$ cat src/sbd_regs.svh
// register offsets, field positions and reset values of the buffered serial port
`ifndef SBD_REGS_SVH
`define SBD_REGS_SVH

// ----------------------------------------------------------------
// register indices (byte address is four times the index)
// ----------------------------------------------------------------
`define SBD_IDX_CTRL   6'h01
`define SBD_IDX_IEN    6'h02
`define SBD_IDX_FLAGS  6'h03
`define SBD_IDX_DATA   6'h04

// ----------------------------------------------------------------
// field positions
// ----------------------------------------------------------------
`define SBD_BIT_RXC    7
`define SBD_BIT_TXC    6
`define SBD_BIT_DRE    5
`define SBD_BIT_SSI    4
`define SBD_BIT_OVF    0
`define SBD_BIT_BUFFERED_OPERATION_ENABLE  7
`define SBD_BIT_WAIT_FOR_RECEIVE_OPTION  6
`define SBD_BIT_SSD    2

// ----------------------------------------------------------------
// writable masks and reset values
// ----------------------------------------------------------------
`define SBD_CTRL_MASK  8'hC4
`define SBD_IEN_MASK   8'hF0
`define SBD_CTRL_RST   8'h00
`define SBD_IEN_RST    8'h00
`define SBD_DATA_RST   8'h00
`define SBD_RX_FULL    2'h2

`endif

$ cat src/sbd_pkg.sv
// types shared by the buffered serial port status and data logic
package sbd_pkg;

  // ----------------------------------------------------------------
  // link toward the shift engine
  // ----------------------------------------------------------------
  typedef struct packed {
    logic       shift_done;
    logic       shift_start;
    logic       shift_busy;
    logic [7:0] rx_byte;
    logic       ss_low;
    logic       master_mode;
  } sbd_link_in_type;

  typedef struct packed {
    logic       tx_load;
    logic [7:0] tx_byte;
    logic       force_slave;
    logic       buf_mode;
  } sbd_link_out_type;

  // ----------------------------------------------------------------
  // complete module state
  // ----------------------------------------------------------------
  typedef struct packed {
    logic [7:0]  ctrl;
    logic [7:0]  ien;
    logic        txc;
    logic        ssi;
    logic        ovf;
    logic        ovf_wait;
    logic        rxc_hide;
    logic        tx_full;
    logic [7:0]  tx_data;
    logic        first_done;
    logic [1:0]  rx_cnt;
    logic [7:0]  rx_first;
    logic [7:0]  rx_second;
    logic        ack;
    logic        rd_pop;
    logic [31:0] rdata;
    logic        tx_load;
    logic [7:0]  tx_byte;
    logic        force_slave;
  } sbd_state_type;

endpackage

$ cat src/sbd_buffered_port.sv
// buffered-mode flags, two-deep receive buffer and transmit buffer of a serial port
`timescale 1ns/100ps
`include "sbd_regs.svh"

// Operation
// - receive-complete reads high while unread bytes wait, low when buffer empty
// - writing one to receive-complete position also clears it
// - transmit-complete sets when shifting ends with empty buffer; write one clears
// - buffer-empty reads one when transmit buffer empty, zero while byte waits
// - every data register write with byte enable 0 set clears buffer-empty by filling the buffer
// - select trigger sets when master sees select low, forcing slave; write one clears
// - select trigger never sets while select line disable is one
// - overflow sets when third byte completes with both entries full
// - without pending transmit data, overflow waits for next transfer start
// - overflow holds until software reads the data register
// - data register write starts transmission of the written byte
// - data read returns second entry, then first entry moves into second
// - buffer mode enable gives two receive stages, one transmit, separate flags
// - wait option clear: transmit byte waits for one completed transfer
// - in buffer mode each flag except overflow interrupts only with its enable set; overflow never interrupts
module sbd_buffered_port
  import sbd_pkg::*;
(
  input  wire logic             CLK,
  input  wire logic             ARST_N,
  input  wire logic [7:0]       AVS_ADDRESS,
  input  wire logic             AVS_READ,
  input  wire logic             AVS_WRITE,
  input  wire logic [31:0]      AVS_WRITEDATA,
  input  wire logic [3:0]       AVS_BYTEENABLE,
  output logic      [31:0]      AVS_READDATA,
  output logic                  AVS_WAITREQUEST,
  input  wire sbd_link_in_type  LINK_IN,
  output sbd_link_out_type      LINK_OUT,
  output logic                  IRQ
);

  // ----------------------------------------------------------------
  // reset release
  // ----------------------------------------------------------------
  logic          rst_meta;
  logic          rst_n;

  always_ff @(posedge CLK or negedge ARST_N) begin
    if (!ARST_N) begin
      rst_meta <= 1'b0;
      rst_n    <= 1'b0;
    end else begin
      rst_meta <= 1'b1;
      rst_n    <= rst_meta;
    end
  end

  // ----------------------------------------------------------------
  // state and decode
  // ----------------------------------------------------------------
  sbd_state_type q;
  sbd_state_type next_q;
  logic [5:0]    idx;
  logic          acc;
  logic          wr_any;
  logic          wr_flags;
  logic          wr_data;
  logic          pop;
  logic          done;
  logic          buffered_operation_enable;
  logic          rx_complete_flag;
  logic          trig;
  logic          can_load;
  logic [7:0]    flags_now;
  logic [7:0]    rd_value;

  assign idx      = AVS_ADDRESS[7:2];
  assign acc      = (AVS_READ | AVS_WRITE) & q.ack;
  assign wr_any   = AVS_WRITE & acc & AVS_BYTEENABLE[0];
  assign wr_flags = wr_any & (idx == `SBD_IDX_FLAGS);
  assign wr_data  = wr_any & (idx == `SBD_IDX_DATA);
  assign pop      = AVS_READ & acc & (idx == `SBD_IDX_DATA) & q.rd_pop;
  assign done     = LINK_IN.shift_done;
  assign buffered_operation_enable    = q.ctrl[`SBD_BIT_BUFFERED_OPERATION_ENABLE];
  assign rx_complete_flag    = (q.rx_cnt != 2'h0) & ~q.rxc_hide;
  assign trig     = LINK_IN.master_mode & LINK_IN.ss_low & ~q.ctrl[`SBD_BIT_SSD];
  assign can_load = q.tx_full & ~LINK_IN.shift_busy & ~q.tx_load
                  & (q.ctrl[`SBD_BIT_WAIT_FOR_RECEIVE_OPTION] | q.first_done);

  always_comb begin
    flags_now                 = 8'h00;
    flags_now[`SBD_BIT_RXC]   = rx_complete_flag;
    flags_now[`SBD_BIT_TXC]   = q.txc;
    flags_now[`SBD_BIT_DRE]   = ~q.tx_full;
    flags_now[`SBD_BIT_SSI]   = q.ssi;
    flags_now[`SBD_BIT_OVF]   = q.ovf;
  end

  always_comb begin
    case (idx)
      `SBD_IDX_CTRL:  rd_value = q.ctrl & `SBD_CTRL_MASK;
      `SBD_IDX_IEN:   rd_value = buffered_operation_enable ? (q.ien & `SBD_IEN_MASK) : 8'h00;
      `SBD_IDX_FLAGS: rd_value = flags_now;
      `SBD_IDX_DATA:  rd_value = q.rx_second;
      default:        rd_value = 8'h00;
    endcase
  end

  // ----------------------------------------------------------------
  // next state
  // ----------------------------------------------------------------
  always_comb begin
    next_q = q;

    // bus: one wait cycle, effects at the edge where waitrequest is low
    next_q.ack = (AVS_READ | AVS_WRITE) & ~q.ack;
    if (AVS_READ & ~q.ack) begin
      next_q.rdata  = {24'h00_0000, rd_value};
      next_q.rd_pop = (idx == `SBD_IDX_DATA) & (q.rx_cnt != 2'h0);
    end

    if (wr_any & (idx == `SBD_IDX_CTRL)) begin
      next_q.ctrl = AVS_WRITEDATA[7:0] & `SBD_CTRL_MASK;
    end
    if (wr_any & (idx == `SBD_IDX_IEN)) begin
      next_q.ien = AVS_WRITEDATA[7:0] & `SBD_IEN_MASK;
    end

    // receive buffer: drain first, then fill
    if (pop) begin
      next_q.rx_second = q.rx_first;
      next_q.rx_cnt    = q.rx_cnt - 2'h1;
      next_q.ovf       = 1'b0;
      next_q.ovf_wait  = 1'b0;
    end
    if (wr_flags & AVS_WRITEDATA[`SBD_BIT_RXC]) begin
      next_q.rxc_hide = 1'b1;
    end
    if (done) begin
      next_q.first_done = 1'b1;
      next_q.rxc_hide   = 1'b0;
      case (next_q.rx_cnt)
        2'h0: begin
          next_q.rx_second = LINK_IN.rx_byte;
          next_q.rx_cnt    = 2'h1;
        end
        2'h1: begin
          next_q.rx_first = LINK_IN.rx_byte;
          next_q.rx_cnt   = `SBD_RX_FULL;
        end
        default: begin
          if (q.tx_full) begin
            next_q.ovf = 1'b1;
          end else begin
            next_q.ovf_wait = 1'b1;
          end
        end
      endcase
    end
    if (q.ovf_wait & LINK_IN.shift_start) begin
      next_q.ovf      = 1'b1;
      next_q.ovf_wait = 1'b0;
    end

    // transmit buffer: shifter takes the byte, then a write may refill
    next_q.tx_load = can_load;
    if (can_load) begin
      next_q.tx_byte = q.tx_data;
      next_q.tx_full = 1'b0;
    end
    if (wr_data) begin
      next_q.tx_data = AVS_WRITEDATA[7:0];
      next_q.tx_full = 1'b1;
    end

    // transmit complete: clear first so a same-cycle event wins
    if (wr_flags & AVS_WRITEDATA[`SBD_BIT_TXC]) begin
      next_q.txc = 1'b0;
    end
    if (done & ~q.tx_full) begin
      next_q.txc = 1'b1;
    end

    // select trigger
    if (wr_flags & AVS_WRITEDATA[`SBD_BIT_SSI]) begin
      next_q.ssi = 1'b0;
    end
    if (trig) begin
      next_q.ssi = 1'b1;
    end
    next_q.force_slave = trig;
  end

  always_ff @(posedge CLK or negedge rst_n) begin
    if (!rst_n) begin
      q            <= '0;
      q.ctrl       <= `SBD_CTRL_RST;
      q.ien        <= `SBD_IEN_RST;
      q.tx_data    <= `SBD_DATA_RST;
      q.rx_second  <= `SBD_DATA_RST;
    end else begin
      q <= next_q;
    end
  end

  // ----------------------------------------------------------------
  // outputs
  // ----------------------------------------------------------------
  assign AVS_WAITREQUEST      = (AVS_READ | AVS_WRITE) & ~q.ack;
  assign AVS_READDATA         = q.rdata;
  assign LINK_OUT.tx_load     = q.tx_load;
  assign LINK_OUT.tx_byte     = q.tx_byte;
  assign LINK_OUT.force_slave = q.force_slave;
  assign LINK_OUT.buf_mode    = buffered_operation_enable;
  assign IRQ = buffered_operation_enable & (|(flags_now & q.ien & `SBD_IEN_MASK));
endmodule

$ cat config.mk
export PLATFORM = sky130hd
export DESIGN_NAME = sbd_buffered_port
export DESIGN_NICKNAME = d
export VERILOG_FILES = /design/src/sbd_pkg.sv /design/src/sbd_buffered_port.sv
export VERILOG_INCLUDE_DIRS = /design/src
export SDC_FILE = /design/constraint.sdc
export NUM_CORES = 1
export LEC_CHECK = 0
export BUFFER_PORTS_ARGS = -buffer_cell sky130_fd_sc_hd__buf_2
export CORE_ASPECT_RATIO = 1.25
export CORE_MARGIN = 2
export CORE_UTILIZATION = 50
export DETAILED_ROUTE_END_ITERATION = 16
export PLACE_DENSITY = 0.78
export SYNTH_ARGS = -nofsm -noshare
export SYNTH_HDL_FRONTEND = slang
export SYNTH_SLANG_ARGS = --single-unit
$ cat constraint.sdc
create_clock -name CLK -period 4.4 [get_ports CLK]
set_input_delay 0.44 -clock CLK [delete_from_list [all_inputs] [get_ports CLK]]
set_output_delay 0.44 -clock CLK [all_outputs]
set_load 0.03 [all_outputs]
==> run summary <==
Clock Power Share = 0.411
Detail Route Antenna Nets = 0
Vias = 1967
HP Class = in -> reg
Tcrit/Tclk final = 0.586
Initial antenna violation count = 0
Maximum VDD drop = 0.000173 V
Status = finished clean
Area Overhead vs Synth = 9.67%
Worst Path Arrival = 2810 ps
DRC viols = 0
Core area = 5820 µm²
Vias/cell = 5.22
Netlist cell types = 41
Reg power frac = 0.469
Total CTS buffers = 9
Post-CTS Setup Inserts = 0
Final hold slack = 316 ps
Number of global-route vias before repair = 1895
Die width = 73.6 µm
Worst-path clk slew = 70 ps
NetSw = 0.000352 W
Slew @ Worst Pin = 729 ps
Flops & latches, synth = 62
Headroom to the max-slew limit = 0.514
IO buf count = 52
Clk_lat worst skew = 350 ps
Achievable Freq = 0.388 GHz
Syn avg cell area = 11.3 µm²
Post-DP HPWL = 4.00 mm
Std cell rows = 31
Sequential area share after synthesis = 0.513
CTS Buffer Depth = 2
GR Overflow Total = 0
Initial DRC count = 153
Post-DR wirelength/cell = 14.4 µm
Die area = 6700 µm²
Setup CP Type = in -> reg
Layout cell share with drive strength beyond 1 = 0.338
# nets final = 371
Crit Path Max Fanout = 11
Gr usage total = 0.176
Largest net degree at the start of global routing = 61
Sw frac = 0.266
Aggregate routed wire length = 5.42 mm
RePlAce Congestion = 0.841
Synth area leaders = dfrtp_1, buf_4, mux2_2
Antenna diodes = 0
Comb power frac = 0.120
Initial Util = 0.520
Sink Count = 62
Final count of negative-setup-slack endpoints = 0
CP endpoint kind = flip-flop
Leakage = 1.75 nW
Worst Skew = 7.02 ps
RSZ-0062 raised after global routing = no
I/O Pins = 106
Post-Syn Area = 3030 µm²
Drt first pass iters = 6
H-tree depth = 3
Final Hold Fails = 0
Pwr Density = 399 nW/µm²
Final slew viol count = 0
Largest area contributor in the netlist = dfrtp_1
Cells after Synth = 269
Worst Setup Start Kind = input port
MaxCap Viol Count = 0
First-pass GRT wire length = 8.91 mm
Synth Warn # = 0
Worst EP required = 4630 ps
Fin Setup TNS = 0 ps
CTS tree = done
Chip Height = 91.0 µm
Min Tclk post-route = 2580 ps
Root Buffer Master = clkbuf_8
Internal power = 0.000972 W
Yosys top cell area share = 0.513
-- cell type report --
type	instances	area, µm²
Fill cell	490	2500
Sequential cell	62	1550
Multi-Input combinational cell	172	1170
Timing Repair Buffer	54	278
Clock buffer	10	128
Clock inverter	6	86.3
Tap cell	66	82.6
Inverter	7	26.3
-- power by group through the flow --
stage                     sequential (W)  clock [W]  combinational [W]
after floorplan                 0.000633          0           0.000140
after global placement          0.000629          0           0.000155
after detailed placement        0.000631          0           0.000159
after CTS                       0.000621   0.000550           0.000161
after global routing            0.000625   0.000575           0.000175
final                           0.000620   0.000544           0.000159
-- per-layer routing --
layer  routed length, µm  vias to the layer above  global-route usage
met5                   0                        -                   0
met4                 125                        0              0.0773
met3                 244                        9              0.0499
met2                2780                       60               0.292
met1                2270                      957               0.206
li1                    -                      941                   -
-- stage by stage --
step                      setup slack, ps  cell area (µm²)  power (W)  instances   util
final                                1820             3320    0.00132        377  0.571
after global routing                 1660             3320    0.00137        377  0.571
after CTS                            1800             3320    0.00133        377  0.571
after detailed placement             1490             3100   0.000790        360  0.532
after global placement               1570             3100   0.000784        360  0.532
after floorplan                      1950             3110   0.000773        292      -
-- path summary, 6_finish.rpt --
kind,startpoint,end,slack (ps),cells past startpoint
setup / recovery,AVS_ADDRESS[3],q[53],1820,7
hold / removal,AVS_WRITEDATA[1],q[64],320,2
setup reg to reg,q[43],q[53],2060,6
hold reg to reg,rst_meta,rst_n,350,0
max in group asynchronous,rst_n,q[58],3520,1
min in group asynchronous,ARST_N,rst_n,400,2
-- cell families (layout without fill, tap and decap cells) --
group	after synthesis	count (layout)	share of synthesized area
AOI/OAI and AO/OA	35	35	0.0831
muxes	36	36	0.142
other	2	25	0.00248
DFF	62	62	0.513
adders and majority gates	4	4	0.0165
xor gates and xnor gates	1	1	0.00289
buffers and inverters	58	77	0.131
and+or+nand+nor	71	71	0.110
-- Yosys cell counts (all sizes together) --
library cell and count:
a31oi 8, o2bb2ai 1, clkbuf 5, or3 3
a22o 3, mux2i 4, xnor2 1, mux2 32
a21oi 2, nand3 3, o21bai 1, a2bb2oi 2
and3b 1, a222oi 1, or3b 2, a211o 1
a221o 2, or4 1, nor3 2, ha 4
nand3b 1, a32oi 1, a22oi 6, nand2b 2
nor2 19, inv 7, nand2 31, dfrtp 62
buf 46, a21o 1, or2 1, nor4 2
o21ai 6, conb 2, nor3b 1, and3 2
-- sequential cells by signal, indices dropped and copies added, names as in the netlist --
| signal | cells |
|---|---|
| LINK_OUT | 11 |
| q | 38 |
| flags_now | 3 |
| rst_meta | 1 |
| AVS_READDATA | 8 |
| rst_n | 1 |
-- cell usage in the layout (no fill, tap or decap), types with 3 or more instances in the layout --
cell       n
mux2_2    24
a22oi_1    6
o21ai_0    6
nand3_1    3
clkbuf_8   9
buf_2     52
mux2i_1    4
nor2_1    19
a31oi_1    8
mux2_4     8
inv_1      7
a22o_1     3
ha_1       4
conb_1    25
nand2_1   31
dfrtp_1   61
-- repair_timing --
action,CTS,global route
hold buffers,1,0
hold endpoints to repair,2,0
resized for setup,0,0
-- worst max-delay path, cell delays in order --
cell	delay, ps
buf_2	160
nor3b_1	460
nand3_1	440
mux2_2	450
ha_1	200
nand2_1	270
mux2_2	380
No activity file was read; power rests on OpenSTA's default activity.
